==> src/pkg/pfsel_pkg.sv <==
/*
  pfsel_pkg: register offsets, reset values and field positions for the
  port b / port c pin-function multiplexer.
  assumes: a 32-bit register port with word-aligned byte addresses.
*/
`default_nettype none
package pfsel_pkg;
  // ---------------------------------------------------------------
  // register map
  // ---------------------------------------------------------------
  localparam logic [31:0] PFSEL_PORT_B_OFS   = 32'hfff6dd04;
  localparam logic [31:0] PFSEL_PORT_C_OFS   = 32'hffff0d08;
  localparam logic [31:0] PFSEL_PORT_B_RST   = 32'h10000000;
  localparam logic [31:0] PFSEL_PORT_C_RST   = 32'h01000000;
  // ---------------------------------------------------------------
  // field positions
  // ---------------------------------------------------------------
  localparam int          PFSEL_B_RXD_BIT    = 0;
  localparam int          PFSEL_B_TXD_BIT    = 4;
  localparam int          PFSEL_C_XCVR_BIT   = 0;
  localparam int          PFSEL_C_RXALT_BIT  = 4;
  localparam int          PFSEL_C_RX_BIT     = 16;
  localparam int          PFSEL_C_TX_BIT     = 20;
  // ---------------------------------------------------------------
  // pin input synchroniser depth
  // ---------------------------------------------------------------
  localparam int          PFSEL_SYNC_DEPTH   = 3;
endpackage : pfsel_pkg
`default_nettype wire

==> src/verilog/pfsel_mux.sv <==
/*
  pfsel_mux: two function-select registers and the pin routing they steer
  for port b (uart pins) and port c (lin pins).
  assumes: single-cycle register strobes on sys_clk; pad inputs asynchronous;
  uart and lin transceiver signals are on sys_clk.
*/
`timescale 1ns/1ps
`default_nettype none
// Notes on behaviour
// RULE_01: port b register resets to 0x10000000
// RULE_02: port b bit 4 routes uart transmit
// RULE_03: port b bit 0 routes uart receive
// RULE_04: port c register resets to 0x01000000
// RULE_05: port c bit 20 routes uart to lin
// RULE_06: port c bit 16 enables lin input path
// RULE_07: port c bit 4 also enables lin input
// RULE_08: port c bit 0 passes pin to transceiver
// RULE_09: software sets bits 20 and 16 for lin
// RULE_10: software writes zero to reserved bits
// RULE_11: writes act next cycle; reserved bits store
module pfsel_mux (
  // clock, reset, enable
  input  wire logic        sys_clk,
  input  wire logic        sys_rst,
  input  wire logic        clk_en,
  // register port
  input  wire logic [31:0] reg_addr,
  input  wire logic [31:0] reg_wdata,
  input  wire logic        reg_wr,
  input  wire logic        reg_rd,
  output var  logic [31:0] reg_rdata,
  // port b pads (rx pin, tx pin)
  input  wire logic        pb_rx_pad_in,
  output var  logic        pb_tx_pad_out,
  output var  logic        pb_tx_pad_oe,
  // port b gpio side
  input  wire logic        pb_gpio_tx_out,
  input  wire logic        pb_gpio_tx_oe,
  output var  logic        pb_gpio_rx_in,
  output var  logic        pb_gpio_tx_in,
  // uart
  input  wire logic        uart_txd,
  output var  logic        uart_rxd,
  // port c: lin transceiver and gpio
  input  wire logic        lin_rx_data,
  output var  logic        lin_tx_data,
  output var  logic        lin_sync_rx,
  output var  logic        diag_readback,
  input  wire logic        pc_diag_in,
  input  wire logic        pc_gpio_tx_out,
  input  wire logic        pc_xcvr_pad_in,
  output var  logic        pc_xcvr_gpio_in,
  output var  logic        pc_xcvr_tx
);
  import pfsel_pkg::*;

  // ---------------------------------------------------------------
  // registers
  // ---------------------------------------------------------------
  function automatic logic hit(input logic [31:0] a, input logic [31:0] o);
    hit = (a == o);
  endfunction : hit

  logic [31:0] port_b_function_select_reg;
  logic [31:0] port_b_function_select_next;
  logic [31:0] port_c_function_select_reg;
  logic [31:0] port_c_function_select_next;
  logic [31:0] rdata_reg;
  logic [31:0] rdata_next;

  always_comb begin
    port_b_function_select_next = port_b_function_select_reg;
    port_c_function_select_next = port_c_function_select_reg;
    rdata_next                  = 32'h00000000;
    if (reg_wr && hit(reg_addr, PFSEL_PORT_B_OFS)) begin
      port_b_function_select_next = reg_wdata; // RULE_11
    end
    if (reg_wr && hit(reg_addr, PFSEL_PORT_C_OFS)) begin
      port_c_function_select_next = reg_wdata; // RULE_11
    end
    if (reg_rd && hit(reg_addr, PFSEL_PORT_B_OFS)) begin
      rdata_next = port_b_function_select_reg;
    end else if (reg_rd && hit(reg_addr, PFSEL_PORT_C_OFS)) begin
      rdata_next = port_c_function_select_reg;
    end
  end

  always_ff @(posedge sys_clk) begin
    if (sys_rst) begin
      port_b_function_select_reg <= PFSEL_PORT_B_RST; // RULE_01
      port_c_function_select_reg <= PFSEL_PORT_C_RST; // RULE_04
      rdata_reg                  <= 32'h00000000;
    end else if (clk_en) begin
      port_b_function_select_reg <= port_b_function_select_next;
      port_c_function_select_reg <= port_c_function_select_next;
      rdata_reg                  <= rdata_next;
    end
  end

  // ---------------------------------------------------------------
  // pad synchronisers
  // ---------------------------------------------------------------
  logic pb_rx_s;
  logic lin_rx_s;
  logic diag_s;
  logic xcvr_s;

  pfsel_sync u_sync_pb_rx (
    .sys_clk (sys_clk), .sys_rst (sys_rst), .clk_en (clk_en),
    .pin_in  (pb_rx_pad_in), .pin_out (pb_rx_s)
  );
  pfsel_sync u_sync_lin_rx (
    .sys_clk (sys_clk), .sys_rst (sys_rst), .clk_en (clk_en),
    .pin_in  (lin_rx_data), .pin_out (lin_rx_s)
  );
  pfsel_sync u_sync_diag (
    .sys_clk (sys_clk), .sys_rst (sys_rst), .clk_en (clk_en),
    .pin_in  (pc_diag_in), .pin_out (diag_s)
  );
  pfsel_sync u_sync_xcvr (
    .sys_clk (sys_clk), .sys_rst (sys_rst), .clk_en (clk_en),
    .pin_in  (pc_xcvr_pad_in), .pin_out (xcvr_s)
  );

  // ---------------------------------------------------------------
  // routing
  // ---------------------------------------------------------------
  logic b_txd_sel;
  logic b_rxd_sel;
  logic c_tx_sel;
  logic c_rx_sel;
  logic c_xcvr_sel;
  logic [10:1] out_reg;
  logic [10:1] out_next;

  assign b_txd_sel  = port_b_function_select_reg[PFSEL_B_TXD_BIT];
  assign b_rxd_sel  = port_b_function_select_reg[PFSEL_B_RXD_BIT];
  assign c_tx_sel   = port_c_function_select_reg[PFSEL_C_TX_BIT];
  // either documented bit opens the lin input path
  assign c_rx_sel   = port_c_function_select_reg[PFSEL_C_RX_BIT]
                    | port_c_function_select_reg[PFSEL_C_RXALT_BIT]; // RULE_07
  assign c_xcvr_sel = port_c_function_select_reg[PFSEL_C_XCVR_BIT];

  always_comb begin
    // out_next: {xcvr_tx, xcvr_gpio_in, diag, sync, lin_tx, urxd,
    //            gtx_in, grx_in, tx_oe, tx_out}
    out_next[10] = c_xcvr_sel & xcvr_s;                    // RULE_08
    out_next[9]  = c_xcvr_sel ? 1'b0 : xcvr_s;             // RULE_08
    out_next[8]  = c_rx_sel ? 1'b0 : diag_s;               // RULE_06
    out_next[7]  = c_rx_sel & lin_rx_s;                    // RULE_06
    out_next[6]  = c_tx_sel ? uart_txd : pc_gpio_tx_out;   // RULE_05
    // uart receive idles high when neither source is routed
    out_next[5]  = b_rxd_sel ? pb_rx_s
                 : (c_rx_sel ? lin_rx_s : 1'b1);           // RULE_03
    out_next[4]  = b_txd_sel ? 1'b0 : pb_rx_s;
    out_next[3]  = b_rxd_sel ? 1'b0 : pb_rx_s;             // RULE_03
    out_next[2]  = b_txd_sel ? 1'b1 : pb_gpio_tx_oe;       // RULE_02
    out_next[1]  = b_txd_sel ? uart_txd : pb_gpio_tx_out;  // RULE_02
  end

  always_ff @(posedge sys_clk) begin
    if (sys_rst) begin
      out_reg <= 10'h010;
    end else if (clk_en) begin
      out_reg <= out_next;
    end
  end

  assign pc_xcvr_tx      = out_reg[10];
  assign pc_xcvr_gpio_in = out_reg[9];
  assign diag_readback   = out_reg[8];
  assign lin_sync_rx     = out_reg[7];
  assign lin_tx_data     = out_reg[6];
  assign uart_rxd        = out_reg[5];
  assign pb_gpio_tx_in   = out_reg[4];
  assign pb_gpio_rx_in   = out_reg[3];
  assign pb_tx_pad_oe    = out_reg[2];
  assign pb_tx_pad_out   = out_reg[1];
  assign reg_rdata       = rdata_reg;
endmodule : pfsel_mux
`default_nettype wire

==> src/verilog/pfsel_sync.sv <==
/*
  pfsel_sync: three-stage synchroniser for pad inputs; the value moves on
  only when stages two and three agree.
  assumes: the input is asynchronous to sys_clk.
*/
`timescale 1ns/1ps
`default_nettype none
module pfsel_sync (
  // clock, reset, enable
  input  wire logic sys_clk,
  input  wire logic sys_rst,
  input  wire logic clk_en,
  // data
  input  wire logic pin_in,
  output var  logic pin_out
);
  import pfsel_pkg::*;

  logic [PFSEL_SYNC_DEPTH-1:0] stage_reg;
  logic [PFSEL_SYNC_DEPTH-1:0] stage_next;
  logic                        out_reg;
  logic                        out_next;

  always_comb begin
    stage_next = {stage_reg[PFSEL_SYNC_DEPTH-2:0], pin_in};
    out_next   = out_reg;
    if (stage_reg[1] == stage_reg[2]) begin
      out_next = stage_reg[2];
    end
  end

  always_ff @(posedge sys_clk) begin
    if (sys_rst) begin
      stage_reg <= '0;
      out_reg   <= 1'b0;
    end else if (clk_en) begin
      stage_reg <= stage_next;
      out_reg   <= out_next;
    end
  end

  assign pin_out = out_reg;
endmodule : pfsel_sync
`default_nettype wire

==> config.mk <==
export PLATFORM = sky130hd
export DESIGN_NAME = pfsel_mux
export DESIGN_NICKNAME = d
export VERILOG_FILES = /design/src/pkg/pfsel_pkg.sv /design/src/verilog/pfsel_mux.sv /design/src/verilog/pfsel_sync.sv
export SDC_FILE = /design/constraint.sdc
export NUM_CORES = 1
export LEC_CHECK = 0
export BUFFER_PORTS_ARGS = -buffer_cell sky130_fd_sc_hd__clkbuf_2
export CORE_MARGIN = 5
export CORE_UTILIZATION = 37
export DETAILED_ROUTE_END_ITERATION = 7
export PLACE_DENSITY = 0.68
export SETUP_SLACK_MARGIN = 0.05
export SYNTH_ARGS = -nofsm -noshare
export SYNTH_HDL_FRONTEND = slang
export SYNTH_SLANG_ARGS = --single-unit
export TNS_END_PERCENT = 20
==> constraint.sdc <==
create_clock -name sys_clk -period 2.1 [get_ports sys_clk]
set_input_delay 0.21 -clock sys_clk [delete_from_list [all_inputs] [get_ports sys_clk]]
set_output_delay 0.21 -clock sys_clk [all_outputs]
set_load 0.02 [all_outputs]
==> flow_summary.ini, run 1 <==
[drt]
drt_wl_total_mm = 15.4
firstDrtPassIters = 5
drt-initial-drc-count = 571
vias_per_cell = 6.08
wire_per_inst_um = 18.0
antenna_left = 0
drc = 0
num_vias = 5191

[timing]
tightest_slew_ns = 0.698
hold_violations = 0
fmax_mhz = 518
slew_violations = 0
finalSetupViolations = 0
period_needed_ns = 1.93
final.setup.tns_ns = 0
setup_ws_ns = 0.170
rsz0062_at_grt = no
period_share_pct = 91.9
max-slew-margin-rel_pct = 53.5
fin_skew_ns = 0.00559

[setup_path]
path_class = input pin to flip-flop
cp.arrival_ns = 2.19
worst_ep_required_time_ns = 2.36
critPathMaxFanout = 64
cp_slowest_cell = or4_2
worstSetupStartpointType = input pin
cp_num_buf_inv = 2
path_cells = clkbuf_2 -> or4_4 -> or4_2 -> buf_12 -> o31ai_1 -> a21oi_1
critPathCaptureType = flip-flop
crit_family = simple AND/OR/NAND/NOR gates
cp_slowest_stage_delay_ns = 0.71

[finish]
stdcell_area_mm2 = 0.00656
diodes = 0
drive_gt1_share_pct = 25.8
fin_nets = 738
syn_to_final_growth_pct = 26.4
stdcell_count = 854

[logic_synthesis]
yosys_warnings = 0
yosysMostFrequentCell = dfxtp_1
synth_nets = 658
avgSynthCellArea_um2 = 8.93
async_flop_share_pct = 0
yosys.area.top_type = dfxtp_1
synth_top_area_share_pct = 47.1
ys_types = 35
synth_commonest_cells = 122 x dfxtp_1, 75 x a21oi_1, 65 x nand4_1, 63 x clkbuf_1, 62 x o31ai_1
synth-edff-count = 0
syn_inst = 581
seq_area_frac_synth_pct = 47.1
synthFlopType = dfxtp_1
netlist_area_mm2 = 0.00519
synth_seq_cells = 122
synthTopCellsByArea = dfxtp_1 47%, o31ai_1 9.0%, nand4_1 7.8%

[floorplanning]
dieArea_mm2 = 0.0165
die_h_um = 128
fp-row-count = 43
fp.dieW_um = 128
io_pins = 119
core_mm2 = 0.0138
start_util_pct = 37.5

[run]
drv_cap = 0

[place]
place.gp.congestion = 0.727
place_ws_ns = -0.227
hpwlAfterDp_mm = 9.21
port-buffer-count = 118
dp_cells = 822
dpl_cell_area_mm2 = 0.00593

[global_routing]
grt_max_degree = 113
track_usage_pct = 18.5
antenna_found_initial = 0
grt_overflow = 0
grt_pass1_vias = 5140
grt_pass1_wl_mm = 25.2

[clock_network]
cts.htree.levels = 4
cts_tree = yes
cts.path.max_buffers = 2
clk_latency_ns = 0.41
cts.root.buffer_cell = clkbuf_16
post_cts_buffers = 0
postCtsHoldBufs = 0
cts.sinks = 122
cts_buffers = 17
postCtsResizedCells = 0
clk_pin_slew_ns = 0.05

[hold_path]
holdCritPathClass = input pin to flip-flop

[power_and_ir_drop]
leakagePower_nw = 2.26
powerDensity_mw_per_mm2 = 858
vdd_drop_max_mv = 0.637

[status]
status = complete, no violations
-- stage by stage --
step                      hold slack (ns)  util (%)  total power, mW
after floorplan                     0.357         -             2.49
after detailed placement            0.458      42.9             2.62
after global routing               0.0531      47.4             5.80
final                              0.0437      47.4             5.63
after CTS                          0.0311      47.4             5.67
after global placement              0.442      42.9             2.61
-- worst reg2reg max path: stages, from the launching register on --
cell     delay (ns)
dfxtp_1        0.41
nor2_1         0.09
nor3_1         0.14
nor3_1         0.07
a211o_1        0.23
-- cells in the final DEF (no fill, tap or decap), types with 2 or more instances in the layout --
cell type,count
a211oi_1,3
a21oi_1,75
a22oi_1,32
a31oi_1,2
and2_1,3
buf_12,7
buf_4,12
bufinv_16,4
clkbuf_16,17
clkbuf_2,117
clkbuf_8,2
clkinv_2,4
clkinvlp_4,3
dfxtp_1,122
mux2i_1,11
nand2_1,41
nand3_1,3
nand4_1,65
nand4b_1,3
nor2_1,21
nor3_1,2
nor4_1,2
nor4_2,2
o21ai_0,7
o21bai_1,2
o31ai_1,62
o32ai_1,32
or4_1,2
or4_2,2
-- worst paths after layout --
check	startpoint	endpoint	slack, ns	cells past startpoint
min	lin_rx_data	u_sync_lin_rx.stage_reg[0]	0.04	3
max reg2reg	port_c_function_select_reg[16]	out_reg[5]	1.05	4
min reg2reg	port_b_function_select_reg[26]	port_b_function_select_reg[26]	0.47	2
max	reg_addr[4]	port_b_function_select_reg[5]	0.17	6
-- cells by family (layout without fill, tap and decap cells) --
family                 Yosys count  after routing  synth area share, %
AND/OR/NAND/NOR                154            154                 16.3
AO/OA/AOI/OAI                  218            218                 28.3
buffers and inverters           76            169                 6.13
multiplexers                    11             11                 2.12
flip-flops                     122            122                 47.1
-- layout make-up --
class | count | area, um2
multi-input cells | 383 | 2440
flip-flops and latches | 122 | 2440
well taps | 180 | 225
repair buffers | 136 | 816
clock inverters | 12 | 171
clock buffers | 20 | 457
fillers | 1266 | 7270
inverters | 1 | 3.75
-- where the power goes --
part	total, mW	internal (mW)	leakage, nW	switching (mW)
sequential	2.34	2.33	0.984	0.00750
combinational	0.232	0.0931	0.975	0.139
clock	3.06	2.04	0.302	1.02
total	5.63	4.46	2.26	1.17
-- routing by layer --
layer | GRT usage, % | share of wire (%) | wire, um | up-vias
met5 | 0 | 0 | 0 | -
met2 | 30.2 | 49 | 7610 | 209
met4 | 7.24 | 2.1 | 323 | 0
li1 | - | - | - | 2427
met3 | 4.44 | 6.8 | 1040 | 26
met1 | 23.8 | 42 | 6410 | 2529
Power figures use the tool's default switching activity.
==> run 2: changes to the inputs <==
Settings changed: CORE_ASPECT_RATIO from default to 1.2.
==> run 2 against run 1 <==
Net effect: clock-buffer cell count increased by 1; sequential share of layout area is 0.092 points lower; combinational power rose by 2%; worst hold slack gained 0.0042 ns; maximum frequency down 1.1%; flip-flop and latch count did not move; core utilization increased by 0.35 points; non-clock buffer count is 4 higher; die area is essentially flat; highest routed layer is now met5.
==> flow_summary.ini, run 2 (synthesized netlist as in run 1, its figures left out) <==
[setup_path]
crit_family = simple AND/OR/NAND/NOR gates
path_class = input pin to flip-flop
worstSetupStartpointType = input pin
cp_num_buf_inv = 2
cp.arrival_ns = 2.24
critPathMaxFanout = 32
path_cells = clkbuf_2 -> nand4b_1 -> or4_2 -> or4_1 -> buf_12 -> o32ai_1
worst_ep_required_time_ns = 2.39
cp_slowest_cell = or4_2
cp_slowest_stage_delay_ns = 0.63
critPathCaptureType = flip-flop

[timing]
fin_skew_ns = 0.00659
tightest_slew_ns = 0.735
final.setup.tns_ns = 0
slew_violations = 0
fmax_mhz = 512
finalSetupViolations = 0
rsz0062_at_grt = no
max-slew-margin-rel_pct = 51.0
period_share_pct = 93.0
hold_violations = 0
period_needed_ns = 1.95
setup_ws_ns = 0.147

[place]
port-buffer-count = 118
dp_cells = 817
hpwlAfterDp_mm = 9.74
place_ws_ns = -0.238
place.gp.congestion = 0.805

[floorplanning]
die_h_um = 140
core_mm2 = 0.0138
fp-row-count = 47
start_util_pct = 37.7
io_pins = 119
dieArea_mm2 = 0.0165
fp.dieW_um = 118

[status]
status = complete, no violations

[finish]
layout_common_cells = 122 x dfxtp_1, 117 x clkbuf_2, 75 x a21oi_1, 65 x nand4_1, 62 x o31ai_1
diodes = 0
seq_area_mm2 = 0.00244
final_common_cell = dfxtp_1
fin_util_pct = 47.8
syn_to_final_growth_pct = 26.8
stdcell_count = 848
drive_gt1_share_pct = 26.1
fin_nets = 742
n_fill_cell = 1311
multi_input_area_mm2 = 0.00244

[global_routing]
antenna_found_initial = 1
track_usage_pct = 19.1
grt_overflow = 0
grt_pass1_wl_mm = 26.6
grt_max_degree = 77
grt_pass1_vias = 5233

[drt]
drt-initial-drc-count = 395
wire_per_inst_um = 19.1
vias_per_cell = 6.19
drc = 0
antenna_left = 0
drt_wl_total_mm = 16.2
num_vias = 5249
firstDrtPassIters = 5

[power_and_ir_drop]
vdd_drop_max_mv = 0.544
swShare_pct = 21.1
seq_power_share_pct = 42.1
clkPwrFrac_pct = 53.7
p_sw_mw = 1.17
intPower_mw = 4.38
comb_power_share_pct = 4.3
leakagePower_nw = 2.28
powerDensity_mw_per_mm2 = 845

[clock_network]
cts.root.buffer_cell = clkbuf_16
clk_latency_ns = 0.40
cts_tree = yes
cts.sinks = 122
postCtsHoldBufs = 0
clk_pin_slew_ns = 0.06
postCtsResizedCells = 0
cts.path.max_buffers = 2
cts_buffers = 17
post_cts_buffers = 0
cts.htree.levels = 4

[run]
drv_cap = 0

[hold_path]
holdCritPathClass = input pin to flip-flop
[run 2: cell type report]
type / count / share of cell area (%)
flip-flops and latches: 122 / 37.2
multi-input cells: 383 / 37.2
repair buffers: 140 / 13.1
clock buffers: 21 / 7.16
well taps: 171 / 3.25
clock inverters: 10 / 2.17
inverters: 1 / 0.0571
[run 2: power groups by stage]
stage	clock, mW	combinational, mW	sequential (mW)
CTS	3.02	0.237	2.34
detailed placement	0	0.236	2.39
floorplan	0	0.100	2.39
global route	3.15	0.259	2.34
global placement	0	0.230	2.39
finish	2.98	0.237	2.34
[run 2: path summary, 6_finish.rpt]
check	cells after the start	startpoint	end	slack (ns)
min	3	pc_xcvr_pad_in	u_sync_xcvr.stage_reg[0]	0.05
max reg2reg	4	port_c_function_select_reg[16]	out_reg[5]	1.02
max	6	reg_addr[13]	reg_rdata[15]	0.15
min reg2reg	2	out_reg[4]	out_reg[4]	0.47
[run 2: routing by layer]
metal | track usage, % | vias up | wire (um)
li1 | - | 2433 | -
met1 | 23.6 | 2559 | 6640
met2 | 31.3 | 223 | 8050
met3 | 5.36 | 32 | 1060
met4 | 8.09 | 2 | 470
met5 | 0 | - | 7
[run 2: through the flow]
stage	cell area, um2	hold WS [ns]	power [mW]
after floorplan	5190	0.357	2.49
after detailed placement	5960	0.459	2.62
after global placement	5960	0.442	2.62
after CTS	6570	0.0348	5.60
final	6570	0.0479	5.55
after global routing	6570	0.0341	5.74
[run 2: worst min-delay path, delay by kind of cell]
| kind | cells | cell delay, ns |
|---|---|---|
| AND/OR/NAND/NOR | 1 | 0.07 |
| multiplexers | 1 | 0.05 |
| buffers and inverters | 1 | 0.08 |
==> run 3: changes to the inputs <==
Settings changed: BUFFER_PORTS_ARGS -buffer_cell sky130_fd_sc_hd__clkbuf_2 to default, DONT_BUFFER_PORTS from default to 1, PLACE_DENSITY 0.68 to 0.6, RECOVER_POWER from default to 25.
==> run 3 against run 2 <==
Net effect: die area unchanged; setup slack improved by 0.11 ns; register-to-register slack worse by 0.55 ns; final cell count fell by 7.3%; flip-flop and latch count unchanged; critical path type unchanged; critical endpoint is now reg_rdata[21].
==> flow_summary.ini, run 3 (synthesized netlist as in run 1, its figures left out) <==
[timing]
rsz0062_at_grt = no
tightest_slew_ns = 0.718
finalSetupViolations = 0
period_share_pct = 87.8
fmax_mhz = 542
setup_ws_ns = 0.255
hold_violations = 0
max-slew-margin-rel_pct = 52.1
slew_violations = 0
fin_skew_ns = 0.00549
period_needed_ns = 1.84

[finish]
stdcell_area_mm2 = 0.00654
fin_util_pct = 47.5
seq_area_mm2 = 0.00244
fin_nets = 679
layout_common_cells = 122 x dfxtp_1, 75 x a21oi_1, 65 x nand4_1, 62 x o31ai_1, 59 x dlygate4sd3_1
drive_gt1_share_pct = 9.11
stdcell_count = 786
diodes = 0
n_fill_cell = 1322
multi_input_area_mm2 = 0.00244
final_common_cell = dfxtp_1
syn_to_final_growth_pct = 26.0

[floorplanning]
core_mm2 = 0.0138
fp-row-count = 47
start_util_pct = 37.7
dieArea_mm2 = 0.0165
io_pins = 119
die_h_um = 140
fp.dieW_um = 118

[setup_path]
path_cells = nand4b_1 -> or4_2 -> or4_1 -> buf_12 -> o32ai_1
cp.arrival_ns = 2.14
critPathMaxFanout = 32
cp_slowest_stage_delay_ns = 0.63
critical_path.startpoint = reg_addr[13]
worstSetupStartpointType = input pin
critPathCaptureType = flip-flop
rr_startpoint = port_c_function_select_reg[16]
r2r_cells = 5
worst_ep_required_time_ns = 2.40
cp_slowest_cell = or4_2
path_class = input pin to flip-flop
critical_path_depth = 5
crit_family = simple AND/OR/NAND/NOR gates
cp_num_buf_inv = 1

[place]
dpl_cell_area_mm2 = 0.00531
place_ws_ns = -0.139
place.gp.congestion = 0.696
port-buffer-count = 0
dp_cells = 694
hpwlAfterDp_mm = 8.82

[global_routing]
antenna_found_initial = 0
grt_max_degree = 97
grt_pass1_vias = 4852
grt_overflow = 0
track_usage_pct = 18.9
grt_pass1_wl_mm = 25.8

[drt]
drt-initial-drc-count = 567
drc = 0
antenna_left = 0
wire_per_inst_um = 20.1
num_vias = 4920
drt_wl_total_mm = 15.8
firstDrtPassIters = 5
vias_per_cell = 6.26

[status]
status = complete, no violations

[power_and_ir_drop]
powerDensity_mw_per_mm2 = 847
seq_power_share_pct = 42.3
clkPwrFrac_pct = 54.1
p_sw_mw = 1.20
leakagePower_nw = 2.04
vdd_drop_max_mv = 0.494
comb_power_share_pct = 3.6
intPower_mw = 4.33
swShare_pct = 21.7

[clock_network]
cts.htree.levels = 4
post_cts_buffers = 0
cts_tree = yes
clk_pin_slew_ns = 0.05
postCtsHoldBufs = 60
cts.sinks = 122
cts_buffers = 17
cts.path.max_buffers = 2
postCtsResizedCells = 0
cts.root.buffer_cell = clkbuf_16
clk_latency_ns = 0.41

[hold_path]
holdCritPathClass = input pin to flip-flop
min_from = reg_wdata[28]
min_path_cells = 2

[run]
drv_cap = 0
-- run 3: changes by cell type in the layout (fill, tap and decap cells not counted), sizes merged --
| cell | delta |
|---|---|
| buf | -5 |
| clkbuf | -119 |
| clkinv | -2 |
| clkinvlp | +3 |
| dlygate4sd3 | +59 |
| inv | +2 |
-- run 3: final cells by class --
| cell class | instances | area share (%) |
|---|---|---|
| well taps | 171 | 3.27 |
| inverters | 1 | 0.0574 |
| clock buffers | 19 | 6.78 |
| clock inverters | 13 | 2.58 |
| repair buffers | 77 | 12.6 |
| flip-flops and latches | 122 | 37.4 |
| multi-input cells | 383 | 37.4 |
-- run 3: power by group through the flow --
stage               Combinational [mW]  Clock (mW)  Sequential, mW
floorplan                        0.100           0            2.39
global placement                0.0809           0            2.39
detailed placement              0.0832           0            2.39
CTS                              0.198        3.05            2.34
global route                     0.213        3.18            2.34
finish                           0.199        2.99            2.34
-- run 3: path summary, 6_finish.rpt --
check	to	slack [ns]
setup reg to reg	out_reg[5]	0.47
setup / recovery	reg_rdata[21]	0.26
hold reg to reg	port_c_function_select_reg[2]	0.46
hold / removal	port_b_function_select_reg[28]	0.02
-- run 3: through the flow --
step	TNS, ns	power [mW]	hold slack, ns
finish	0	5.54	0.0205
global route	0	5.73	0.00470
CTS	0	5.59	0.00129
detailed placement	-6.86	2.48	0.295
global placement	-3.49	2.47	0.293
floorplan	0	2.49	0.357
-- run 3: layer usage --
layer | vias up | share of wire [%] | track usage, %
li1 | 2311 | - | -
met1 | 2391 | 42 | 24.0
met2 | 194 | 50 | 30.5
met3 | 24 | 6.5 | 5.24
met4 | 0 | 1.8 | 7.43
met5 | - | 0 | 0
-- run 3: worst reg2reg max path, cell delays in order (launching register included) --
cell	delay, ns
dfxtp_1	0.43
nor2_1	0.10
nor3_1	0.15
nor3_1	0.07
a211o_1	0.23
dlygate4sd3_1	0.55
